==> config.mk <==
export PLATFORM = sky130hd
export DESIGN_NAME = aps_supervisor
export DESIGN_NICKNAME = d
export VERILOG_FILES = /design/src/design/aps_pkg.sv /design/src/design/aps_blink.sv /design/src/design/aps_persist.sv /design/src/design/aps_supervisor.sv
export SDC_FILE = /design/constraint.sdc
export NUM_CORES = 1
export LEC_CHECK = 0
export BUFFER_PORTS_ARGS = -buffer_cell sky130_fd_sc_hd__buf_4
export CORE_AREA = 2 2 144 146
export CTS_BUF_LIST = sky130_fd_sc_hd__clkbuf_4
export DETAILED_ROUTE_END_ITERATION = 8
export DIE_AREA = 0 0 146 148
export GPL_ROUTABILITY_DRIVEN = 0
export GPL_TIMING_DRIVEN = 0
export PLACE_DENSITY = 0.77
export SYNTH_ARGS = -nofsm -noshare
export SYNTH_HDL_FRONTEND = slang
export SYNTH_SLANG_ARGS = --single-unit
==> constraint.sdc <==
create_clock -name pclk -period 2.2 [get_ports pclk]
set_input_delay 0 -clock pclk [delete_from_list [all_inputs] [get_ports pclk]]
set_output_delay 0 -clock pclk [all_outputs]
set_load 0.02 [all_outputs]
==> src/design/aps_pkg.sv <==
// Constants and carrier types for the amplifier protection supervisor.
// ====================================================================
// How it works
// - Power-up self-diagnosis; a failure enters error.
// - Power-up lights every lamp for about one second.
// - Program checksum mismatch refuses all operation.
// - An invalid key sets the error state.
// - Overload lights overload lamp, blocks output on.
// - Overload for 10 s: output off, key lamp blinks.
// - Output key press stops its lamp blinking.
// - Overload for 60 s: disable mode, overload lamp blinks.
// - Disable mode refuses all; only power-off leaves it.
// - Over-temperature lights overload lamp, blocks output on.
// - Over-temperature for 10 s: output off, key lamp blinks.
// - Over-temperature for 60 s: disable mode, overload blinks.
// - Overvoltage lights overload lamp, blocks output on.
// - Overvoltage cuts output at once, key lamp blinks.
// - Supply undervoltage or overload is a supply fault.
// - Supply fault blinks lamps, disables all operation.
// - Keys are ignored while the overload lamp blinks.
package aps_pkg;
    // ================================================================
    // Timing.
    localparam int CLK_HZ            = 10_000_000;
    localparam int LAMP_TEST_MS      = 1000;
    localparam int PERSIST_SHORT_S   = 10;
    localparam int PERSIST_LONG_S    = 60;
    localparam int BLINK_HALF_MS     = 250;
    localparam int LAMP_TEST_CYC     = CLK_HZ / 1000 * LAMP_TEST_MS;
    localparam int PERSIST_SHORT_CYC = CLK_HZ * PERSIST_SHORT_S;
    localparam int PERSIST_LONG_CYC  = CLK_HZ * PERSIST_LONG_S;
    localparam int BLINK_HALF_CYC    = CLK_HZ / 1000 * BLINK_HALF_MS;
    localparam int CNT_W             = 30;
    // ================================================================
    // Register map, byte addresses on APB.
    localparam int ADDR_W = 12;
    localparam int DATA_W = 32;
    localparam logic [ADDR_W-1:0] REG_CTRL     = 12'h000;
    localparam logic [ADDR_W-1:0] REG_STATUS   = 12'h004;
    localparam logic [ADDR_W-1:0] REG_IRQ_STAT = 12'h008;
    localparam logic [ADDR_W-1:0] REG_IRQ_MASK = 12'h00c;
    localparam logic [ADDR_W-1:0] REG_DIAG     = 12'h010;
    localparam int CTRL_OUT_ON  = 0;
    localparam int CTRL_OUT_OFF = 1;
    localparam int CTRL_ERR_CLR = 2;
    localparam int IRQ_DIAG     = 0;
    localparam int IRQ_BADKEY   = 1;
    localparam int IRQ_FORCED   = 2;
    localparam int IRQ_DISABLE  = 3;
    localparam int IRQ_SUPPLY   = 4;
    localparam int IRQ_W        = 5;
    localparam logic [IRQ_W-1:0] IRQ_MASK_RST = 5'h00;
    // ================================================================
    // Carriers.
    typedef struct packed {
        logic overload;
        logic overtemp;
        logic overvolt;
        logic supply_uv;
        logic supply_ovl;
    } aps_faults_t;
    typedef struct packed {
        logic invalid;
        logic out_key;
    } aps_keys_t;
    typedef struct packed {
        logic out_key;
        logic meter_zero;
        logic overload;
        logic error;
    } aps_lamps_t;
    typedef enum logic [2:0] {
        ST_DIAG    = 3'h0,
        ST_RUN     = 3'h1,
        ST_DISABLE = 3'h3,
        ST_SUPPLY  = 3'h2,
        ST_ROMFAIL = 3'h6
    } aps_state_t;
    typedef enum logic [2:0] {
        R_CTRL, R_STATUS, R_IRQ_STAT, R_IRQ_MASK, R_DIAG, R_NONE
    } aps_reg_t;
endpackage

==> src/design/aps_blink.sv <==
// Blink phase generator for the front-panel lamps.
`timescale 1ns/1ps
module aps_blink #(
    parameter int unsigned HALF_CYC = aps_pkg::BLINK_HALF_CYC
) (
    input  wire logic pclk,
    input  wire logic presetn,
    output logic      phase
);
    typedef struct packed {
        logic [aps_pkg::CNT_W-1:0] cnt;
        logic                      phase;
    } aps_blink_st_t;
    aps_blink_st_t s_q, s_d;
    logic          tick;

    // ================================================================
    // The divider makes a one-cycle enable; the phase flips on it.
    assign tick = (s_q.cnt == aps_pkg::CNT_W'(HALF_CYC - 1));
    always_comb begin
        s_d     = s_q;
        s_d.cnt = tick ? '0 : s_q.cnt + 1'b1;
        if (tick) begin
            s_d.phase = ~s_q.phase;
        end
    end

    always_ff @(posedge pclk or negedge presetn) begin
        if (!presetn) begin
            s_q <= '0;
        end else begin
            s_q <= s_d;
        end
    end
    assign phase = s_q.phase;
endmodule // aps_blink

==> src/design/aps_persist.sv <==
// Persistence timer: pulses when a fault has held for two set lengths.
`timescale 1ns/1ps
module aps_persist #(
    parameter int unsigned SHORT_CYC = aps_pkg::PERSIST_SHORT_CYC,
    parameter int unsigned LONG_CYC  = aps_pkg::PERSIST_LONG_CYC
) (
    input  wire logic pclk,
    input  wire logic presetn,
    input  wire logic cond,
    output logic      hit_short,
    output logic      hit_long
);
    typedef struct packed {
        logic [aps_pkg::CNT_W-1:0] cnt;
        logic                      hit_short;
        logic                      hit_long;
    } aps_persist_st_t;
    aps_persist_st_t s_q, s_d;

    // ================================================================
    // A drop of the condition restarts the count; the count stops at the
    // long limit so that each limit pulses once per episode.
    always_comb begin
        s_d = s_q;
        if (!cond) begin
            s_d.cnt = '0;
        end else if (s_q.cnt != aps_pkg::CNT_W'(LONG_CYC)) begin
            s_d.cnt = s_q.cnt + 1'b1;
        end
        s_d.hit_short = cond &&
            (s_q.cnt == aps_pkg::CNT_W'(SHORT_CYC - 1));
        s_d.hit_long  = cond &&
            (s_q.cnt == aps_pkg::CNT_W'(LONG_CYC - 1));
    end

    always_ff @(posedge pclk or negedge presetn) begin
        if (!presetn) begin
            s_q <= '0;
        end else begin
            s_q <= s_d;
        end
    end
    assign hit_short = s_q.hit_short;
    assign hit_long  = s_q.hit_long;
endmodule // aps_persist

==> src/design/aps_supervisor.sv <==
// Top of the amplifier protection supervisor with its APB registers.
`timescale 1ns/1ps
module aps_supervisor #(
    parameter int unsigned LAMP_CYC    = aps_pkg::LAMP_TEST_CYC,
    parameter int unsigned SHORT_CYC   = aps_pkg::PERSIST_SHORT_CYC,
    parameter int unsigned LONG_CYC    = aps_pkg::PERSIST_LONG_CYC,
    parameter int unsigned BLINK_CYC   = aps_pkg::BLINK_HALF_CYC,
    parameter int          N_LAMPS     = 9,
    parameter int          ROM_AW      = 8,
    parameter int          ROM_DW      = 16,
    parameter logic [ROM_DW-1:0] ROM_SUM = 16'h0000
) (
    input  wire logic                       pclk,
    input  wire logic                       presetn,
    input  wire logic                       psel,
    input  wire logic                       penable,
    input  wire logic                       pwrite,
    input  wire logic [aps_pkg::ADDR_W-1:0] paddr,
    input  wire logic [aps_pkg::DATA_W-1:0] pwdata,
    output logic      [aps_pkg::DATA_W-1:0] prdata,
    output logic                            pready,
    output logic                            pslverr,
    input  wire aps_pkg::aps_faults_t       fault_pins,
    input  wire aps_pkg::aps_keys_t         key_pins,
    output logic      [ROM_AW-1:0]          rom_addr,
    input  wire logic [ROM_DW-1:0]          rom_data,
    input  wire logic [N_LAMPS-1:0]         key_lamp_req,
    input  wire logic                       meter_zero_req,
    output logic      [N_LAMPS-1:0]         key_lamps,
    output aps_pkg::aps_lamps_t             lamps,
    output logic                            output_enable,
    output logic                            irq
);
    // ================================================================
    // State record.
    typedef struct packed {
        aps_pkg::aps_state_t       state;
        aps_pkg::aps_faults_t      flt_s1, flt_s2;
        aps_pkg::aps_keys_t        key_s1, key_s2, key_s3;
        logic [aps_pkg::CNT_W-1:0] diag_cnt;
        logic [ROM_AW:0]           rom_cnt;
        logic                      rom_vld;
        logic [ROM_DW-1:0]         rom_sum;
        logic                      out_on, out_blink, err;
        logic [aps_pkg::IRQ_W-1:0] irq_stat;
        logic [aps_pkg::IRQ_W-1:0] irq_mask;
        aps_pkg::aps_lamps_t       lamps;
        logic [N_LAMPS-1:0]        key_lamps;
        logic                      irq, pready, pslverr;
        logic [aps_pkg::DATA_W-1:0] prdata;
    } aps_st_t;

    localparam logic [ROM_AW:0] ROM_WORDS = {1'b1, {ROM_AW{1'b0}}};

    aps_st_t                   s_q, s_d;
    aps_pkg::aps_faults_t      flt;
    logic                      supply_flt, any_ovl, run, kpress, kbad;
    logic                      blink, h10_ovl, h60_ovl, h10_tmp, h60_tmp;
    logic                      rom_issue, rom_done, acc, wr, wctl;
    aps_pkg::aps_reg_t         sel;
    logic                      sw_on, sw_off, sw_clr;
    logic [aps_pkg::IRQ_W-1:0] ev;
    logic [aps_pkg::IRQ_W-1:0] w1c;

    // ================================================================
    // Address decode for reads and writes.
    function automatic aps_pkg::aps_reg_t reg_of(
        input logic [aps_pkg::ADDR_W-1:0] a);
        unique case (a)
            aps_pkg::REG_CTRL:     reg_of = aps_pkg::R_CTRL;
            aps_pkg::REG_STATUS:   reg_of = aps_pkg::R_STATUS;
            aps_pkg::REG_IRQ_STAT: reg_of = aps_pkg::R_IRQ_STAT;
            aps_pkg::REG_IRQ_MASK: reg_of = aps_pkg::R_IRQ_MASK;
            aps_pkg::REG_DIAG:     reg_of = aps_pkg::R_DIAG;
            default:               reg_of = aps_pkg::R_NONE;
        endcase
    endfunction

    // ================================================================
    // Timers and blink source.
    aps_persist #(
        .SHORT_CYC (SHORT_CYC),
        .LONG_CYC  (LONG_CYC)
    ) u_ovl_timer (
        .pclk      (pclk),
        .presetn   (presetn),
        .cond      (run && flt.overload),
        .hit_short (h10_ovl),
        .hit_long  (h60_ovl)
    );
    aps_persist #(
        .SHORT_CYC (SHORT_CYC),
        .LONG_CYC  (LONG_CYC)
    ) u_tmp_timer (
        .pclk      (pclk),
        .presetn   (presetn),
        .cond      (run && flt.overtemp),
        .hit_short (h10_tmp),
        .hit_long  (h60_tmp)
    );
    aps_blink #(
        .HALF_CYC (BLINK_CYC)
    ) u_blink (
        .pclk    (pclk),
        .presetn (presetn),
        .phase   (blink)
    );

    // ================================================================
    // Decoded conditions; pins are read after the second flop.
    assign flt        = s_q.flt_s2;
    assign supply_flt = flt.supply_uv | flt.supply_ovl;
    assign any_ovl    = flt.overload | flt.overtemp | flt.overvolt;
    assign run        = (s_q.state == aps_pkg::ST_RUN);
    assign kpress     = s_q.key_s2.out_key & ~s_q.key_s3.out_key;
    assign kbad       = s_q.key_s2.invalid & ~s_q.key_s3.invalid;
    assign rom_issue  = (s_q.rom_cnt != ROM_WORDS);
    assign rom_done   = !rom_issue && !s_q.rom_vld;
    // One wait state; a write lands where pready is seen high.
    assign acc        = psel && penable;
    assign wr         = acc && s_q.pready && pwrite;
    assign sel        = reg_of(paddr);
    assign wctl   = wr && sel == aps_pkg::R_CTRL;
    assign sw_on  = wctl && pwdata[aps_pkg::CTRL_OUT_ON];
    assign sw_off = wctl && pwdata[aps_pkg::CTRL_OUT_OFF];
    assign sw_clr = wctl && pwdata[aps_pkg::CTRL_ERR_CLR];
    assign w1c    = (wr && sel == aps_pkg::R_IRQ_STAT) ?
                    pwdata[aps_pkg::IRQ_W-1:0] : '0;

    // ================================================================
    // Next-state logic for the whole supervisor.
    always_comb begin
        s_d        = s_q;
        ev         = '0;
        s_d.flt_s1 = fault_pins;
        s_d.flt_s2 = s_q.flt_s1;
        s_d.key_s1 = key_pins;
        s_d.key_s2 = s_q.key_s1;
        s_d.key_s3 = s_q.key_s2;

        // Checksum walk: address now, data added one cycle later.
        s_d.rom_vld = rom_issue;
        if (rom_issue) begin
            s_d.rom_cnt = s_q.rom_cnt + 1'b1;
        end
        if (s_q.rom_vld) begin
            s_d.rom_sum = s_q.rom_sum + rom_data;
        end

        unique case (s_q.state)
            aps_pkg::ST_DIAG: begin
                // Full lamp test even if the sum is ready.
                if (s_q.diag_cnt != aps_pkg::CNT_W'(LAMP_CYC - 1)) begin
                    s_d.diag_cnt = s_q.diag_cnt + 1'b1;
                end else if (rom_done) begin
                    if (s_q.rom_sum != ROM_SUM) begin
                        s_d.state = aps_pkg::ST_ROMFAIL;
                        s_d.err   = 1'b1;
                        ev[aps_pkg::IRQ_DIAG] = 1'b1;
                    end else begin
                        s_d.state = aps_pkg::ST_RUN;
                    end
                end
            end
            aps_pkg::ST_RUN: begin
                if (supply_flt) begin
                    s_d.state  = aps_pkg::ST_SUPPLY;
                    s_d.out_on = 1'b0;
                    ev[aps_pkg::IRQ_SUPPLY] = 1'b1;
                end else if (h60_ovl || h60_tmp) begin
                    s_d.state  = aps_pkg::ST_DISABLE;
                    s_d.out_on = 1'b0;
                    ev[aps_pkg::IRQ_DISABLE] = 1'b1;
                end else if (h10_ovl || h10_tmp) begin
                    s_d.out_on    = 1'b0;
                    s_d.out_blink = 1'b1;
                    ev[aps_pkg::IRQ_FORCED] = 1'b1;
                end else if (flt.overvolt && s_q.out_on) begin
                    s_d.out_on    = 1'b0;
                    s_d.out_blink = 1'b1;
                    ev[aps_pkg::IRQ_FORCED] = 1'b1;
                end else if (kpress) begin
                    if (s_q.out_blink) begin
                        s_d.out_blink = 1'b0;
                    end else if (s_q.out_on) begin
                        s_d.out_on = 1'b0;
                    end else if (!any_ovl) begin
                        // On request dropped in a fault.
                        s_d.out_on = 1'b1;
                    end
                end else if (sw_off) begin
                    s_d.out_on = 1'b0;
                end else if (sw_on && !any_ovl) begin
                    s_d.out_on = 1'b1;
                end
                if (sw_clr) begin
                    s_d.err = 1'b0;
                end
                // A bad key wins over a clear.
                if (kbad) begin
                    s_d.err = 1'b1;
                    ev[aps_pkg::IRQ_BADKEY] = 1'b1;
                end
            end
            aps_pkg::ST_DISABLE, aps_pkg::ST_SUPPLY,
            aps_pkg::ST_ROMFAIL: begin
                // Terminal: keys and commands are ignored.
                s_d.out_on = 1'b0;
            end
            default: begin
                s_d.state  = aps_pkg::ST_DIAG;
                s_d.out_on = 1'b0;
            end
        endcase

        // Lamp drive follows the state being entered.
        s_d.key_lamps = key_lamp_req;
        s_d.lamps.meter_zero = meter_zero_req;
        s_d.lamps.out_key    = s_d.out_blink ? blink : s_d.out_on;
        s_d.lamps.overload   = any_ovl;
        s_d.lamps.error      = s_d.err;
        unique case (s_d.state)
            aps_pkg::ST_DIAG: begin
                s_d.lamps     = '1;
                s_d.key_lamps = '1;
            end
            aps_pkg::ST_DISABLE: begin
                s_d.lamps.out_key  = 1'b0;
                s_d.lamps.overload = blink;
            end
            aps_pkg::ST_SUPPLY: begin
                s_d.lamps     = {$bits(aps_pkg::aps_lamps_t){blink}};
                s_d.key_lamps = {N_LAMPS{blink}};
            end
            aps_pkg::ST_ROMFAIL: begin
                s_d.lamps       = '0;
                s_d.lamps.error = 1'b1;
                s_d.key_lamps   = '0;
            end
            default: ;
        endcase

        // Sticky events; a set wins over a same-cycle clear.
        s_d.irq_stat = (s_q.irq_stat & ~w1c) | ev;
        if (wr && sel == aps_pkg::R_IRQ_MASK) begin
            s_d.irq_mask = pwdata[aps_pkg::IRQ_W-1:0];
        end
        s_d.irq = |(s_d.irq_stat & s_d.irq_mask);

        // APB answer, prepared in the first access cycle.
        s_d.pready  = acc && !s_q.pready;
        s_d.pslverr = 1'b0;
        s_d.prdata  = '0;
        if (acc && !s_q.pready) begin
            s_d.pslverr = (sel == aps_pkg::R_NONE);
            unique case (sel)
                aps_pkg::R_STATUS: s_d.prdata[11:0] =
                    {s_q.state, supply_flt, s_q.err, s_q.out_blink,
                     s_q.out_on, flt};
                aps_pkg::R_IRQ_STAT:
                    s_d.prdata[aps_pkg::IRQ_W-1:0] = s_q.irq_stat;
                aps_pkg::R_IRQ_MASK:
                    s_d.prdata[aps_pkg::IRQ_W-1:0] = s_q.irq_mask;
                aps_pkg::R_DIAG: s_d.prdata[ROM_DW-1:0] = s_q.rom_sum;
                default: s_d.prdata = '0;
            endcase
        end
    end

    // ================================================================
    // State register.
    always_ff @(posedge pclk or negedge presetn) begin
        if (!presetn) begin
            s_q          <= '0;
            s_q.state    <= aps_pkg::ST_DIAG;
            s_q.irq_mask <= aps_pkg::IRQ_MASK_RST;
        end else begin
            s_q <= s_d;
        end
    end

    // ================================================================
    // Outputs straight from the state record.
    assign prdata        = s_q.prdata;
    assign pready        = s_q.pready;
    assign pslverr       = s_q.pslverr;
    assign rom_addr      = s_q.rom_cnt[ROM_AW-1:0];
    assign key_lamps     = s_q.key_lamps;
    assign lamps         = s_q.lamps;
    assign output_enable = s_q.out_on;
    assign irq           = s_q.irq;
endmodule // aps_supervisor

==> metrics.csv <==
stage,metric,value,unit
clock_tree,cts-root-buf,clkbuf_4,
floorplanning,start_util,53.0,%
worst_setup_path,crit_chain,or4_4 > nor4_4 > buf_4 > nand3b_1 > nor2b_2 > nor3b_2 > o21bai_4 > buf_12 > nand2_1,
global_routing,antenna_found_initial,1,
logic_synthesis,ys_types,66,
clock_tree,clk_latency,0.66,ns
logic_synthesis,yosysMostFrequentCell,dfrtp_1,
detailed_routing,drtAntennaViolNets,0,
place,dp_cells,1419,
clock_tree,path_clk_slew,0.07,ns
power,internal-power,0.00713,W
timing,max-slew-margin-rel,51.0,%
finish,layout-drive-gt1-share,30.7,%
detailed_routing,drc_errors,0,
logic_synthesis,netlist_area,10600,um^2
timing,layout_min_cycle_time,2.42,ns
power,power_frac_comb,23.8,%
timing,fmax,414,MHz
finish,nets,1418,
place,placed_area,11800,um^2
logic_synthesis,synth_edf_count,0,
global_routing,top_usage_layer,met2,
detailed_routing,drt_first_pass_iters,5,
logic_synthesis,ys_seq_area_share,50.6,%
timing,finalCritPeriodShare,110,%
detailed_routing,drt_iter0_drc,385,
power,switching_share,28.8,%
floorplanning,core_area,20000,um^2
detailed_routing,vias_per_cell,5.41,
worst_setup_path,crit_path_max_incr_delay,0.56,ns
logic_synthesis,synthFlopType,dfrtp_1,
timing,setup_viol,33,
worst_hold_path,hold_class,in -> reg,
clock_tree,cts.sinks,215,
run_status,outcome,finished with violations,
worst_setup_path,crit_path_start_kind,register,
worst_setup_path,critPathRequiredTime,2.74,ns
place,place_ws,-0.440,ns
timing,rsz0062_at_grt,yes,
clock_tree,clockBufferDepth,3,
worst_setup_path,crit_type,reg -> reg,
power,power-per-cell-area,713,nW/um^2
timing,maxSlewViolCount,0,
place,port-buffer-count,95,
detailed_routing,wire_per_inst,15.9,um
finish,n_fill_cell,1447,
timing,finalHoldViolations,3,
global_routing,grt_pass1_vias,8465,
timing,fin_ws,-0.217,ns
clock_tree,htree_levels,2,
logic_synthesis,synth_area_leader_cell,dfrtp_1,
worst_setup_path,crit_fanout,10,
power,power_switching,0.00288,W
global_routing,grt_max_degree,120,
logic_synthesis,synthTopCellsByCount,"dfrtp_1, nand2_1, nor2_1",
power,clockPowerShare,32.4,%
worst_setup_path,endpoint_kind,register,
floorplanning,die_h,148,um
finish,layout.cells.non_filler,1618,
global_routing,met1_usage,29.5,%
global_routing,grt_first_pass_wirelength,40.1,mm
clock_tree,cts_buffers,54,
floorplanning,num_rows,52,
finish,final_util,70.1,%
clock_tree,cts_tree,yes,
power,peakVddDrop,500,uV
worst_setup_path,slowest_stage,or4_4,
logic_synthesis,syn_inst,1038,
worst_setup_path,critPathBufInv,2,
worst_setup_path,arrival,2.96,ns
finish,final_area,14000,um^2
global_routing,grt.met2_usage,38.0,%
global_routing,grtUsageTotal,22.6,%
logic_synthesis,synth_top_area_share,50.6,%
job,cap_violations,0,
global_routing,globalRouteOverflowTotal,0,
detailed_routing,vias,8752,
global_routing,met3_usage,4.54,%
floorplanning,ioPinCount,139,
timing,worst_hold_slack,-0.0142,ns
logic_synthesis,ys_async_sr_fraction,100,%
floorplanning,die_area,21600,um^2
place,place_hpwl,15.7,mm
logic_synthesis,ys_top_cells_by_area,"dfrtp_1, xnor2_1, xor2_1",
finish,syn_to_final_growth,32.1,%
timing,worstMarginPinSlew,0.735,ns
logic_synthesis,postSynthAreaPerCell,10.2,um^2
logic_synthesis,ys_ff_latch,215,
floorplanning,die_w,146,um
run_status,violations,"hold timing, setup timing",
worst_setup_path,critical-path-top-delay-family,simple AND/OR/NAND/NOR gates,
logic_synthesis,yosysWarnings,0,
timing,finClkSkew,0.0279,ns
detailed_routing,wl,25.8,mm
power,power_frac_seq,43.7,%
power,p_leak,6.26,nW
state kept, by name, indices dropped and copies added (netlist names), 4 cells and up:
name / flops
s_q: 65
s_d: 9
u_blink.s_q: 30
lamps: 4
prdata: 16
u_ovl_timer.s_q: 30
key_lamps: 9
flt: 5
u_tmp_timer.s_q: 30
rom_addr: 8
cells by family (layout without fill, tap and decap cells):
group / Yosys count / count (layout) / share of synthesized area, %
adder cells (fa/ha/maj): 24 / 24 / 2.90
other: 1 / 17 / 0.0353
AO/OA/AOI/OAI: 118 / 118 / 7.47
AND/OR/NAND/NOR: 444 / 444 / 21.4
XOR/XNOR: 119 / 119 / 9.80
buffers and inverters: 93 / 387 / 5.26
multiplexers: 24 / 24 / 2.51
flip-flops: 215 / 215 / 50.6
power by group through the flow:
stage	clock network (W)	registers, W	logic (W)
global route	0.00356	0.00440	0.00259
finish	0.00325	0.00438	0.00239
CTS	0.00335	0.00436	0.00201
global placement	0	0.00443	0.00155
detailed placement	0	0.00444	0.00162
floorplan	0	0.00434	0.00123
worst reg2reg max path, delay by kind of cell, from the launching register on:
kind	cells	cell delay, ns
and+or+nand+nor	6	1.44
DFF	1	0.40
buffers and inverters	2	0.32
AOI/OAI and AO/OA	1	0.16
cell type report:
cell class / instances / area [um^2] / share of cell area [%]
Tap cell: 270 / 338 / 2.41
Clock buffer: 84 / 631 / 4.49
Multi-Input combinational cell: 745 / 5320 / 37.9
Antenna cell: 1 / 2.50 / 0.0178
Timing Repair Buffer: 206 / 1790 / 12.7
Clock inverter: 7 / 27.5 / 0.196
Inverter: 24 / 90.1 / 0.641
Buffer: 66 / 460 / 3.28
Sequential cell: 215 / 5390 / 38.4
path summary, 6_finish.rpt:
check                      startpoint                 end  slack (ns)  cells after the start
min reg2reg                  s_d[119]            s_d[117]        0.35                      0
min                          paddr[7]             s_q[53]       -0.01                      6
max in group asynchronous     presetn  u_tmp_timer.s_q[4]        0.72                      4
min in group asynchronous     presetn      u_blink.s_q[9]        0.50                      3
max reg2reg                   s_q[94]        key_lamps[6]       -0.22                      9
max                           s_q[94]        key_lamps[6]       -0.22                      9
metrics by stage:
| stage | TNS, ns | hold WS (ns) | power [W] |
|---|---|---|---|
| 2_1_floorplan | 0 | -0.296 | 0.00557 |
| 3_3_place_gp | -90.70 | 0.111 | 0.00598 |
| 3_5_place_dp | -13.66 | 0.0757 | 0.00605 |
| 4_1_cts | -1.75 | -0.0247 | 0.00973 |
| 5_1_grt | -6.75 | -0.0142 | 0.0106 |
| 6_report | -4.25 | -0.0142 | 0.0100 |
placed cells by master, fill, tap and decap left out, types with 6 or more instances in the layout:
cell type / n
a21o_1: 7
a21oi_1: 26
a22o_1: 13
and3_1: 23
buf_4: 184
clkbuf_1: 8
clkbuf_4: 84
clkinv_1: 6
conb_1: 16
dfrtp_1: 208
dfrtp_2: 7
dlygate4sd3_1: 66
ha_1: 12
ha_4: 7
inv_1: 23
mux2_2: 18
nand2_1: 93
nand2_2: 11
nand3_1: 45
nand3_2: 8
nand4_1: 35
nor2_1: 100
nor3_1: 18
nor4_1: 15
nor4_2: 7
nor4_4: 7
nor4b_1: 6
o21ai_0: 25
or3_1: 16
xnor2_1: 63
xor2_1: 52
routing by layer:
| metal | routed length (um) | part of all wire, % | up-vias |
|---|---|---|---|
| li1 | - | - | 4151 |
| met1 | 11200 | 43 | 4256 |
| met2 | 12600 | 49 | 297 |
| met3 | 1480 | 5.7 | 48 |
| met4 | 572 | 2.2 | 0 |
| met5 | 0 | 0 | - |
repair_timing:
item,CTS,global route
pin swaps,25,48
gates cloned,0,1
hold buffers,65,1
gates resized for setup,40,86
setup buffers,26,20
setup endpoints to repair,76,100
hold endpoints to repair,278,4
No activity file was read; power rests on OpenSTA's default activity.
